<file path="config.mk">
export PLATFORM = sky130hd
export DESIGN_NAME = mpt_pin_trigger
export DESIGN_NICKNAME = d
export VERILOG_FILES = /design/src/verilog/mpt_pkg.sv /design/src/verilog/mpt_gen_slice.sv /design/src/verilog/mpt_pin_trigger.sv
export VERILOG_INCLUDE_DIRS = /design/src /design/src/verilog
export SDC_FILE = /design/constraint.sdc
export NUM_CORES = 2
export LEC_CHECK = 0
export BUFFER_PORTS_ARGS = -buffer_cell sky130_fd_sc_hd__clkbuf_2
export CAP_MARGIN = 25
export CORE_ASPECT_RATIO = 0.7
export CORE_UTILIZATION = 55
export DETAILED_ROUTE_END_ITERATION = 8
export GPL_ROUTABILITY_DRIVEN = 0
export PLACE_DENSITY = 0.72
export SLEW_MARGIN = 25
export SYNTH_ARGS = -nofsm -noshare
export SYNTH_HDL_FRONTEND = slang
export SYNTH_SLANG_ARGS = --single-unit
</file>
<file path="constraint.sdc">
create_clock -name sys_clk -period 5.32 [get_ports sys_clk]
set_clock_uncertainty 0.15 [all_clocks]
set_input_delay 0.532 -clock sys_clk [delete_from_list [all_inputs] [get_ports sys_clk]]
set_output_delay 0.532 -clock sys_clk [all_outputs]
set_load 0.02 [all_outputs]
</file>
<file path="src/verilog/mpt_cfg.svh">
// offsets, field positions and reset values of the pwm pin and trigger block
`ifndef MPT_CFG_SVH
`define MPT_CFG_SVH

// ----------------------------------------
// global register byte addresses
// ----------------------------------------
`define MPT_OFF_MASTER 9'h000
`define MPT_OFF_DEVCFG 9'h004
`define MPT_OFF_PINOWN 9'h008
`define MPT_GEN_BASE 9'h040

// ----------------------------------------
// per-generator offsets, stride 0x20
// ----------------------------------------
`define MPT_GOFF_PHASE 5'h00
`define MPT_GOFF_TRIG 5'h04
`define MPT_GOFF_GENCTL 5'h08
`define MPT_GOFF_IOCTL 5'h0C
`define MPT_GOFF_COUNT 5'h10
`define MPT_GEN_FIRST 4'h2
`define MPT_GEN_LAST 4'hD

// ----------------------------------------
// field positions
// ----------------------------------------
`define MPT_EN_BIT 15
`define MPT_PRESC_LO 4
`define MPT_ARB_LO 18
`define MPT_LTB_BIT 9
`define MPT_MODE_LO 10
`define MPT_SEL_LO 8
`define MPT_MRG_BIT 7
`define MPT_SECIRQ_BIT 6
`define MPT_SDIV_LO 10

// ----------------------------------------
// reset values and fixed figures
// ----------------------------------------
`define MPT_RST_WORD 32'h0000_0000
`define MPT_RST_PHASE 16'h0000
`define MPT_MODE_INDEP 2'h3
`define MPT_PRESC_FULL 7'h7F

`endif

</file>
<file path="src/verilog/mpt_pkg.sv">
// types shared by the pwm pin and trigger block
package mpt_pkg;
    typedef logic [15:0] mpt_count_t; // phase, period and counter width
    typedef logic [1:0] mpt_mode_t; // output mode / half-cycle code
    typedef logic [3:0] mpt_div_t; // secondary divider ratio
endpackage

</file>
<file path="src/verilog/mpt_gen_slice.sv">
// one generator: phase delay or local time base, and secondary trigger path
`timescale 1ns/1ns
`include "mpt_cfg.svh"
module mpt_gen_slice import mpt_pkg::*; (
    input wire logic sys_clk,
    input wire logic rst_n,
    input wire logic enable,
    input wire logic tick,
    input wire logic masterStart,
    input wire mpt_count_t phaseIn,
    input wire logic ltb,
    input wire logic rawSec,
    input wire logic priEvent,
    input wire logic dualCycle,
    input wire logic countDir,
    input wire mpt_mode_t halfSel,
    input wire logic mrg,
    input wire logic secIrq,
    input wire mpt_div_t secDiv,
    output mpt_count_t localCount,
    output logic periodStart,
    output logic secTrig,
    output logic adcTrig,
    output logic irqEvent
);
    mpt_count_t phaseAct_ff; // value in force this period
    mpt_count_t count_ff; // local time base
    mpt_count_t dly_ff; // remaining phase delay in ticks
    logic wait_ff; // phase delay running
    logic start_ff;
    mpt_div_t divCnt_ff; // raw secondary events counted
    logic startNow;
    logic reached;
    logic halfOk;
    logic secEvent;
    logic sec_ff, adc_ff, irq_ff;

    // ----------------------------------------
    // period boundary
    // ----------------------------------------
    // ltb: free run, wraps after phaseAct ticks
    // otherwise start follows the master by phaseAct ticks
    always_comb begin
        if (ltb) begin
            // period below eight is unsupported, so no zero wrap guard
            startNow = tick && (count_ff >= phaseAct_ff - 16'h0001);
        end else begin
            startNow = (masterStart && phaseAct_ff == `MPT_RST_PHASE && !wait_ff) ||
                       (wait_ff && tick && dly_ff == 16'h0001);
        end
    end

    // new phase only at a boundary, never mid-period
    always_ff @(posedge sys_clk) begin
        if (!rst_n) begin
            phaseAct_ff <= `MPT_RST_PHASE;
        end else if (!enable || startNow) begin
            phaseAct_ff <= phaseIn;
        end
    end

    // phase delay after each master start
    always_ff @(posedge sys_clk) begin
        if (!rst_n || !enable) begin
            wait_ff <= 1'b0;
            dly_ff <= `MPT_RST_PHASE;
        end else if (!ltb && masterStart && phaseAct_ff != `MPT_RST_PHASE) begin
            wait_ff <= 1'b1;
            dly_ff <= phaseAct_ff;
        end else if (wait_ff && tick) begin
            dly_ff <= dly_ff - 16'h0001;
            if (dly_ff == 16'h0001) begin
                wait_ff <= 1'b0;
            end
        end
    end

    // local counter restarts at each boundary, so duty and dead time shift too
    always_ff @(posedge sys_clk) begin
        if (!rst_n || !enable) begin
            count_ff <= `MPT_RST_PHASE;
        end else if (startNow) begin
            count_ff <= `MPT_RST_PHASE;
        end else if (tick) begin
            count_ff <= count_ff + 16'h0001;
        end
    end

    // ----------------------------------------
    // secondary trigger
    // ----------------------------------------
    assign reached = (divCnt_ff == secDiv);

    // every raw match goes through the divider
    always_ff @(posedge sys_clk) begin
        if (!rst_n || !enable) begin
            divCnt_ff <= 4'h0;
        end else if (rawSec) begin
            divCnt_ff <= reached ? 4'h0 : divCnt_ff + 4'h1;
        end
    end

    // half-cycle filter, only in dual-cycle modes
    always_comb begin
        halfOk = 1'b1;
        if (dualCycle) begin
            unique case (halfSel)
                2'b10: halfOk = !countDir;
                2'b01: halfOk = countDir;
                2'b00: halfOk = 1'b1;
                2'b11: halfOk = 1'b1;
            endcase
        end
    end

    assign secEvent = rawSec && reached && halfOk;

    // registered one-cycle event outputs
    always_ff @(posedge sys_clk) begin
        if (!rst_n || !enable) begin
            start_ff <= 1'b0;
            sec_ff <= 1'b0;
            adc_ff <= 1'b0;
            irq_ff <= 1'b0;
        end else begin
            start_ff <= startNow;
            sec_ff <= secEvent;
            adc_ff <= priEvent || (mrg && secEvent);
            irq_ff <= secIrq ? secEvent : (priEvent || (mrg && secEvent));
        end
    end

    assign localCount = count_ff;
    assign periodStart = start_ff;
    assign secTrig = sec_ff;
    assign adcTrig = adc_ff;
    assign irqEvent = irq_ff;
endmodule

</file>
<file path="src/verilog/mpt_pin_trigger.sv">
// pwm pin mapping, phase registers and secondary trigger control, twelve generators
//
// Local design decisions: the register offsets and the address-and-strobe port.
`timescale 1ns/1ns
`include "mpt_cfg.svh"
module mpt_pin_trigger import mpt_pkg::*; (
    input wire logic sys_clk,
    input wire logic rst_n,
    // register port
    input wire logic [8:0] regAddr,
    input wire logic [31:0] regWrData,
    input wire logic regWr,
    input wire logic regRd,
    output logic [31:0] regRdData,
    // master time base and generator logic, same clock
    input wire logic masterStart,
    input wire logic countDir,
    input wire logic dualCycle,
    input wire logic [11:0] priMatch,
    input wire logic [11:0] secMatch,
    input wire logic [11:0] genHighIn,
    input wire logic [11:0] genLowIn,
    // general i/o values for pins it owns
    input wire logic [11:0] gpioHighIn,
    input wire logic [7:0] gpioLowIn,
    // pins and events
    output logic [11:0] pwmHighOut,
    output logic [7:0] pwmLowOut,
    output logic [11:0] localStart,
    output logic [11:0] secTrigOut,
    output logic [11:0] adcTrigOut,
    output logic [11:0] irqEventOut,
    output logic [11:0] secDutyUse
);

    // ----------------------------------------
    // register storage
    // ----------------------------------------
    logic [31:0] master_ff; // enable 15, prescale 6:4
    logic [5:0] arb_ff; // device config bits 23:18
    logic [19:0] own_ff; // 11:0 high pins, 19:12 low pins
    mpt_count_t phase_ff [12]; // phase / local period
    logic [7:0] trig_ff [12]; // 13:6 of trigger control
    logic ltb_ff [12]; // generator control bit 9
    mpt_mode_t mode_ff [12]; // io control 11:10
    logic [31:0] rd_ff; // read data stands one cycle

    // address split
    logic [3:0] genSlot; // stride index, first gen at slot 2
    logic [3:0] genIdx; // generator 0..11
    logic [4:0] genOff; // offset inside a generator block
    logic genHit; // address falls in a generator block

    // per-generator results
    mpt_count_t localCount [12];
    logic [11:0] pwmHighRaw; // generator high outputs, passed through ungated
    logic [7:0] lowSel; // low pin source after arbitration

    // ----------------------------------------
    // prescaler
    // ----------------------------------------
    logic moduleEn; // master enable
    logic [2:0] prescSel; // divide by 2^sel
    logic [6:0] presc_ff;
    logic [6:0] prescMask;
    logic tick; // one count of every time base

    assign moduleEn = master_ff[`MPT_EN_BIT];
    assign prescSel = master_ff[`MPT_PRESC_LO +: 3];
    assign prescMask = 7'((8'h01 << prescSel) - 8'h01);
    // tick when the low sel bits are all ones; ratio 1 gives every cycle
    assign tick = moduleEn && ((presc_ff | ~prescMask) == `MPT_PRESC_FULL);

    // free-running prescale counter, cleared while disabled
    always_ff @(posedge sys_clk) begin
        if (!rst_n || !moduleEn) begin
            presc_ff <= 7'h00;
        end else begin
            presc_ff <= presc_ff + 7'h01;
        end
    end

    // ----------------------------------------
    // address decode
    // ----------------------------------------
    assign genSlot = regAddr[8:5];
    assign genOff = regAddr[4:0];
    assign genHit = (genSlot >= `MPT_GEN_FIRST) && (genSlot <= `MPT_GEN_LAST);
    assign genIdx = genSlot - `MPT_GEN_FIRST;

    // ----------------------------------------
    // global register writes
    // ----------------------------------------
    // only enable and prescale bits are kept; others read zero
    always_ff @(posedge sys_clk) begin
        if (!rst_n) begin
            master_ff <= `MPT_RST_WORD;
        end else if (regWr && regAddr == `MPT_OFF_MASTER) begin
            master_ff <= regWrData & 32'h0000_8070;
        end
    end

    // arbitration bits in the device config word
    always_ff @(posedge sys_clk) begin
        if (!rst_n) begin
            arb_ff <= 6'h00;
        end else if (regWr && regAddr == `MPT_OFF_DEVCFG) begin
            arb_ff <= regWrData[`MPT_ARB_LO +: 6];
        end
    end

    // pin ownership: set bit gives the pin to the pwm
    always_ff @(posedge sys_clk) begin
        if (!rst_n) begin
            own_ff <= 20'h0_0000;
        end else if (regWr && regAddr == `MPT_OFF_PINOWN) begin
            own_ff <= regWrData[19:0];
        end
    end

    // ----------------------------------------
    // per-generator register writes
    // ----------------------------------------
    // trigger bits are taken whenever written; software is to
    // touch them only with the module disabled, so no shadowing
    always_ff @(posedge sys_clk) begin
        if (!rst_n) begin
            for (int i = 0; i < 12; i++) begin
                phase_ff[i] <= `MPT_RST_PHASE;
                trig_ff[i] <= 8'h00;
                ltb_ff[i] <= 1'b0;
                mode_ff[i] <= 2'h0;
            end
        end else if (regWr && genHit) begin
            unique case (genOff)
                `MPT_GOFF_PHASE: begin
                    // slice takes it at the next boundary
                    phase_ff[genIdx] <= regWrData[15:0];
                end
                `MPT_GOFF_TRIG: begin
                    trig_ff[genIdx] <= regWrData[13:6];
                end
                `MPT_GOFF_GENCTL: begin
                    ltb_ff[genIdx] <= regWrData[`MPT_LTB_BIT];
                end
                `MPT_GOFF_IOCTL: begin
                    mode_ff[genIdx] <= regWrData[`MPT_MODE_LO +: 2];
                end
                default: begin
                    // counter readback and holes: write ignored
                end
            endcase
        end
    end

    // ----------------------------------------
    // read path
    // ----------------------------------------
    // data stand in the cycle after the strobe, zero otherwise
    always_ff @(posedge sys_clk) begin
        if (!rst_n || !regRd) begin
            rd_ff <= `MPT_RST_WORD;
        end else if (genHit) begin
            unique case (genOff)
                `MPT_GOFF_PHASE: begin
                    rd_ff <= {16'h0000, phase_ff[genIdx]};
                end
                `MPT_GOFF_TRIG: begin
                    // bits 5:0 and above 13 unimplemented
                    rd_ff <= {18'h0_0000, trig_ff[genIdx], 6'h00};
                end
                `MPT_GOFF_GENCTL: begin
                    rd_ff <= 32'(ltb_ff[genIdx]) << `MPT_LTB_BIT;
                end
                `MPT_GOFF_IOCTL: begin
                    rd_ff <= 32'(mode_ff[genIdx]) << `MPT_MODE_LO;
                end
                `MPT_GOFF_COUNT: begin
                    rd_ff <= {16'h0000, localCount[genIdx]};
                end
                default: begin
                    rd_ff <= `MPT_RST_WORD; // hole reads zero
                end
            endcase
        end else begin
            unique case (regAddr)
                `MPT_OFF_MASTER: rd_ff <= master_ff;
                `MPT_OFF_DEVCFG: rd_ff <= 32'(arb_ff) << `MPT_ARB_LO;
                `MPT_OFF_PINOWN: rd_ff <= {12'h000, own_ff};
                default: rd_ff <= `MPT_RST_WORD; // unmapped reads zero
            endcase
        end
    end

    assign regRdData = rd_ff;

    // ----------------------------------------
    // generator slices
    // ----------------------------------------
    for (genvar g = 0; g < 12; g++) begin : gen_slice
        mpt_gen_slice u_slice (
            .sys_clk(sys_clk),
            .rst_n(rst_n),
            .enable(moduleEn),
            .tick(tick),
            .masterStart(masterStart),
            .phaseIn(phase_ff[g]),
            .ltb(ltb_ff[g]),
            .rawSec(secMatch[g]),
            .priEvent(priMatch[g]),
            .dualCycle(dualCycle),
            .countDir(countDir),
            .halfSel(trig_ff[g][3:2]),
            .mrg(trig_ff[g][1]),
            .secIrq(trig_ff[g][0]),
            .secDiv(trig_ff[g][7:4]),
            .localCount(localCount[g]),
            .periodStart(localStart[g]),
            .secTrig(secTrigOut[g]),
            .adcTrig(adcTrigOut[g]),
            .irqEvent(irqEventOut[g])
        );
        // secondary duty steers the low side only when independent
        assign secDutyUse[g] = (mode_ff[g] == `MPT_MODE_INDEP);
        assign pwmHighRaw[g] = genHighIn[g];
    end

    // ----------------------------------------
    // low pin arbitration
    // ----------------------------------------
    // low pins 0..5 are generators 1..6, pins 6..7 generators 11..12
    always_comb begin
        for (int p = 0; p < 4; p++) begin
            // generators 7..10 have no low pin of their own
            lowSel[p] = arb_ff[p] ? pwmHighRaw[6 + p] : genLowIn[p];
        end
        for (int p = 4; p < 6; p++) begin
            lowSel[p] = arb_ff[p] ? pwmHighRaw[6 + p] : genLowIn[p];
        end
        lowSel[6] = genLowIn[10];
        lowSel[7] = genLowIn[11];
    end

    // ----------------------------------------
    // pin drivers
    // ----------------------------------------
    // registered so pins never glitch on a config write;
    // costs one cycle of latency against the generators
    always_ff @(posedge sys_clk) begin
        if (!rst_n) begin
            pwmHighOut <= 12'h000;
            pwmLowOut <= 8'h00;
        end else begin
            // ownership bit decides pwm versus general i/o
            pwmHighOut <= (own_ff[11:0] & pwmHighRaw) | (~own_ff[11:0] & gpioHighIn);
            pwmLowOut <= (own_ff[19:12] & lowSel) | (~own_ff[19:12] & gpioLowIn);
        end
    end

endmodule

</file>
### Yosys cells after proc, flatten, opt, wreduce, memory -nomap -nowiden

Memories as Yosys holds them, arrays and structs flattened. A register that Yosys moved wholly into a read port is not among the register bits.
Cells that the tools add are included.

* memories kept: 4
* logic and storage cells: 731
* input bits: 116
* memory bits (writable): 324
* output and inout bits: 112
* register bits after elaboration: 581

Memory list
* phase_ff: depth 12, bits a word 16, read ports 13, clocked after Yosys merged registers in 12, wr ports 12, line mpt_pin_trigger.sv:42 `mpt_count_t phase_ff [12];`
* trig_ff: depth 12, bits a word 8, read ports 13, clocked after Yosys merged registers in 0, wr ports 12, line mpt_pin_trigger.sv:43 `logic [7:0] trig_ff [12];`
* mode_ff: depth 12, bits a word 2, read ports 13, clocked after Yosys merged registers in 0, wr ports 12, line mpt_pin_trigger.sv:45 `mpt_mode_t mode_ff [12];`
* ltb_ff: depth 12, bits a word 1, read ports 13, clocked after Yosys merged registers in 0, wr ports 12, line mpt_pin_trigger.sv:44 `logic ltb_ff [12];`

* reductions and logical operators: 306
* $add $sub $neg: 51
* muxes and demuxes: 161
* bitwise operators: 11
* eq/ne operators: 79
* shift-type cells: 1
* $lt $le $gt $ge: 15

Operators by type and width (number)
* $mux 16: 27
* $sub 16x1->16 const B: 24
* $add 16x1->16 const B: 12
* $eq 16x1->1 const B: 12
* $ge 16x16->1: 12
* $logic_not 16->1: 12
* $reduce_bool 16->1: 12
* $logic_and 1x1->1: 126
* $mux 1: 100
* $pmux 16 s5: 1
* $eq 2x2->1 const B: 36
* $pmux 24 s3: 1
* $bmux 16 s4: 1
* $mux 4: 16
* $reduce_or 2->1: 25
* $add 4x1->4 const B: 12
* $eq 4x4->1: 12
* $reduce_bool 2->1: 24
* $logic_not 1->1: 40
* $logic_or 1x1->1: 38
* $pmux 1 s3: 12
* $mux 32: 1
* $and 12x12->12: 2
* $eq 2x1->1 const B: 12
* 30 further kinds: 54

### Depth between registers and ports, before layout

* word-level depth: 11
* depth in mapped cells: 16
* gate-level depth less buffers: 14

### Modules after synthesis

From an unflattened synthesis, not the netlist that was laid out.

* cell total of the unflattened synthesis: 6264
* area total of the unflattened synthesis: 63349.5 um^2

Modules (own cells, without submodules)
* mpt_gen_slice at gen_slice[0].u_slice ...: seq. area each 1141.1 um^2, cells an instance 379, area an instance 3270.6 um^2, times used 11
* mpt_pin_trigger: seq. area each 14473.9 um^2, cells an instance 1712, area an instance 24111.9 um^2, times used 1
* mpt_gen_slice at gen_slice[2].u_slice: seq. area each 1141.1 um^2, cells an instance 383, area an instance 3260.6 um^2, times used 1

### Least setup slack after synthesis

Ideal clock, no wire load.

* path kind: input to register
* start: input port regAddr[6]
* end: memory phase_ff[11][0] (netlist bit), enable pin
* arrival: 4.121 ns
* library setup time: 0.411 ns
* required time: 4.759 ns
* stages: 10
* path slack: 0.638 ns
* buffers on the path: 4
* cells stage by stage: buf_2 > buf_1 > clkbuf_1 > inv_1 > ha_1 > xor2_1 > and2_1 > clkbuf_1 > nand2_1 > o21ai_0

RTL lines
* from (decl): line mpt_pin_trigger.sv:10 `input wire logic [8:0] regAddr,`
* to (decl): line mpt_pin_trigger.sv:42

### Final worst setup path

* start: register gen_slice[7].u_slice.phaseAct_ff[2] (read register of phase_ff)
* end: register gen_slice[7].u_slice.phaseAct_ff[11] (read register of phase_ff)

* cells in the longest elaborated chain, start to end: 6
* elaborated cells between the ends (all ways): 9
* those cells by class: add/sub: 1; order compare: 1; mux: 1; reduce/logical: 6

RTL lines
* from (decl): line mpt_gen_slice.sv:26 `mpt_count_t phaseAct_ff;`
* branches (longest 4 deep; another with $sub 16x1->16)
* $mux 1 (*): line mpt_gen_slice.sv:44 `if (ltb) begin`
* $logic_or 1x1->1 (*): line mpt_gen_slice.sv:57 `end else if (!enable || startNow) begin`

Mark *: on every way between the ends.
A chain may end at the register's enable or synchronous reset.

==> impl_metrics.json <==
{
  "seq_area_frac_synth": 0.4497,
  "cts.reportedPaths.clkPinSlew_ps": 70,
  "cp_slowest_cell": "o41ai_1",
  "dieArea_um2": 115300,
  "overflow": 0,
  "status": "finished, final reports clean",
  "critPathTopFamily": "simple AND/OR/NAND/NOR gates",
  "viasPerCell": 6.162,
  "power.density_nw_per_um2": 291.9,
  "synth_cell_types": 85,
  "synthArstFlopShare": 0,
  "row_count": 103,
  "synth-edff-count": 420,
  "grt_max_degree": 183,
  "die_w_um": 405.3,
  "yosys.area_share.adder": 0.05574,
  "synth_top_area_share": 0.2484,
  "route.detailed.drc": 0,
  "post-route-util": 0.6150,
  "start_kind": "flip-flop",
  "cts-htree-levels": 3,
  "hold_violations": 0,
  "ys.flop_type": "dfxtp_1",
  "dp_hpwl_mm": 138.4,
  "synth_most_common_cell": "dfxtp_1",
  "wl_per_cell_um": 23.90,
  "finalCritPeriodShare": 0.8938,
  "drt_iter0_markers": 6595,
  "layout_setup_ws_ps": 565.2,
  "fin_cells": 8063,
  "start_util": 0.5554,
  "critical_path.most_common_cell": "or3_1",
  "grt_usage": 0.3290,
  "hold_end": "own_ff[9]$_SDFFE_PN0P_",
  "dp_slack_ps": 771.6,
  "syn_avg_cell_area_um2": 9.851,
  "synth-compound-area-share": 0.07983,
  "drtAntennaViolNets": 0,
  "r2r_start": "gen_slice[7].u_slice.phaseAct_ff[2]$_SDFFE_PN0P_",
  "vias": 49685,
  "relSlewSlack": 0.2505,
  "arrival_ps": 5290,
  "synth_common_cells": "777 x dfxtp_1, 766 x nand2_1, 674 x nor2_1, 420 x edfxtp_1, 326 x xor2_1",
  "setup.worst_path.end_class": "flip-flop",
  "cts_root_buf": "clkbuf_16",
  "clock_sinks": 1197,
  "crit_path_max_incr_delay_ps": 810,
  "clkPwrFrac": 0.430,
  "timing.fmax_ghz": 0.2103,
  "drtPass1Iterations": 8,
  "synth_warnings": 0,
  "synth_top_family_by_area": "simple AND/OR/NAND/NOR gates",
  "whs_ps": 81.90,
  "cts_tree": "built",
  "io_pins": 228,
  "setup.worst_path.class": "reg2reg",
  "grt_pass1_vias": 45677,
  "intPower_mw": 15.24,
  "hold_class": "in2reg",
  "worst_slew_pin_slew_ps": 1124,
  "place_inst": 7771,
  "synth-simple-area-share": 0.2030,
  "muxShareOfSynthArea": 0.09229,
  "layout.area.seq_um2": 28170,
  "drive_above_1_share": 0.1106,
  "min_path_cells": 3,
  "placed_area_um2": 64590,
  "synth_area_leaders": "dfxtp_1 25%, edfxtp_1 20%, mux4_2 6.1%",
  "power_leakage_nw": 25.58,
  "synth-xor-area-share": 0.08362,
  "finalNetCount": 6832,
  "clock_latency_ps": 760,
  "cp.buffers_inverters": 1,
  "ctsResizeCount": 0,
  "post-route-min-period_ps": 4755,
  "multi_input_area_um2": 32370,
  "crit_start": "gen_slice[7].u_slice.phaseAct_ff[2]$_SDFFE_PN0P_",
  "p_sw_mw": 4.998,
  "drv_slew": 0,
  "grt_pass1_wl_mm": 287.4,
  "sequentialPowerShare": 0.491,
  "min_from": "regWrData[9]",
  "routed_wl_mm": 192.7,
  "clk_path_buf_depth": 3,
  "area_growth_pct": 10.72,
  "critical_path.cell_chain": "or3_1, nor3_1, nand2b_1, or2_2, nor4_1, xnor2_1, ha_1, nand4_1, or3_1, o22ai_1, o41ai_1, o31ai_1, a21oi_2, buf_4, mux2i_1",
  "postCtsSetupBuffers": 0,
  "pwr-share-comb": 0.079,
  "cp_max_fo": 16,
  "syn_inst": 6358,
  "fin_tns_setup_ps": 0,
  "antenna_found_initial": 14,
  "timing.max_cap.violations": 0,
  "worst_r2r_endpoint": "gen_slice[7].u_slice.phaseAct_ff[11]$_SDFFE_PN0P_",
  "core_um2": 112800,
  "numCtsBuffers": 112,
  "die_y_um": 284.3,
  "power_mw": 20.24,
  "rsz0062_at_grt": "false",
  "netlist_area_um2": 62630,
  "fill_cells": 9132,
  "r2r_slack_ps": 570,
  "ir_drop_uv": 331.6,
  "final-setup-viol-count": 0,
  "design_area_um2": 69350,
  "portBuffers": 207,
  "crit_required_ps": 5850,
  "synth_top_area_cell": "dfxtp_1",
  "ys_seq_elements": 1197,
  "rr_worst_depth": 15,
  "p_sw_frac": 0.2469
}
[final cells by class]
cell class | count | share of cell area
Multi-Input combinational cell | 4655 | 0.4668
Sequential cell | 1197 | 0.4062
Clock buffer | 159 | 0.04729
Timing Repair Buffer | 358 | 0.03587
Tap cell | 1522 | 0.02746
Clock inverter | 53 | 0.01005
Inverter | 113 | 0.006117
Antenna cell | 6 | 0.0002165
[cells by family after synthesis]
| kind of cell | count (synthesis) |
|---|---|
| muxes | 365 |
| AOI/OAI and AO/OA | 776 |
| and+or+nand+nor | 2629 |
| xor gates and xnor gates | 598 |
| adders and majority gates | 279 |
| other | 1 |
| buffers and inverters | 513 |
| DFF | 1197 |
[cells in the final DEF, fill, tap and decap left out, types with 112 or more instances in the layout]
cell type,instances
nor3_1,154
dfxtp_1,777
xnor2_1,271
nand3_1,168
edfxtp_1,420
xor2_1,325
nand2_1,764
ha_1,278
mux4_2,170
and2_1,320
clkbuf_2,204
a21oi_1,206
o21ai_0,161
nor2_1,671
mux2i_1,195
clkbuf_16,116
inv_1,112
a211oi_1,146
[state kept, by name, indices dropped and copies added, names as in the netlist, 16 cells and up]
register                       flops
gen_slice.u_slice.divCnt_ff       48
gen_slice.u_slice.localCount     192
trig_ff                          128
gen_slice.u_slice.dly_ff         192
mode_ff                           32
regRdData                         24
gen_slice.u_slice.phaseAct_ff    192
ltb_ff                            16
phase_ff                         256
own_ff                            20
[worst max path at each step]
stage | end | slack [ps] | cells past startpoint
4_1_cts | gen_slice[0].u_slice.phaseAct_ff[0]$_SDFFE_PN0P_ | 680 | 12
2_1_floorplan | phase_ff[11][0]$_SDFFCE_PN0P_ | 640 | 10
6_report | gen_slice[7].u_slice.phaseAct_ff[11]$_SDFFE_PN0P_ | 570 | 15
3_3_place_gp | gen_slice[0].u_slice.phaseAct_ff[10]$_SDFFE_PN0P_ | 840 | 12
5_1_grt | gen_slice[7].u_slice.phaseAct_ff[12]$_SDFFE_PN0P_ | 250 | 15
3_5_place_dp | gen_slice[7].u_slice.phaseAct_ff[10]$_SDFFE_PN0P_ | 770 | 15
[worst reg2reg max path, cell delays in order (launching register included)]
cell and delay (ps):
dfxtp_1 370, or3_1 400, nor3_1 300, nand2b_1 160, or2_2 350, nor4_1 230
xnor2_1 170, ha_1 270, nand4_1 150, or3_1 150, o22ai_1 80, o41ai_1 810
o31ai_1 320, a21oi_2 220, buf_4 310, mux2i_1 250
[power groups by stage]
stage	Combinational [mW]	Sequential [mW]	Clock [mW]
after floorplan	1.03	10.0	0
after global placement	1.46	10.1	0
after detailed placement	1.50	10.1	0
after CTS	1.55	9.93	8.75
after global routing	1.71	9.96	9.10
final	1.60	9.95	8.70
[routing by layer]
metal,part of all wire,global-route usage,up-vias
met5,0.00035,0,-
met4,0.035,0.1031,12
met3,0.13,0.09306,367
met2,0.41,0.4600,2669
met1,0.42,0.4874,23972
li1,-,-,22665
[timing repair]
item	in CTS	in global routing
endpoints found under the hold margin	89	0
hold buffers	70	0
setup endpoints to repair	0	0
(Power assumes the default switching activity.)
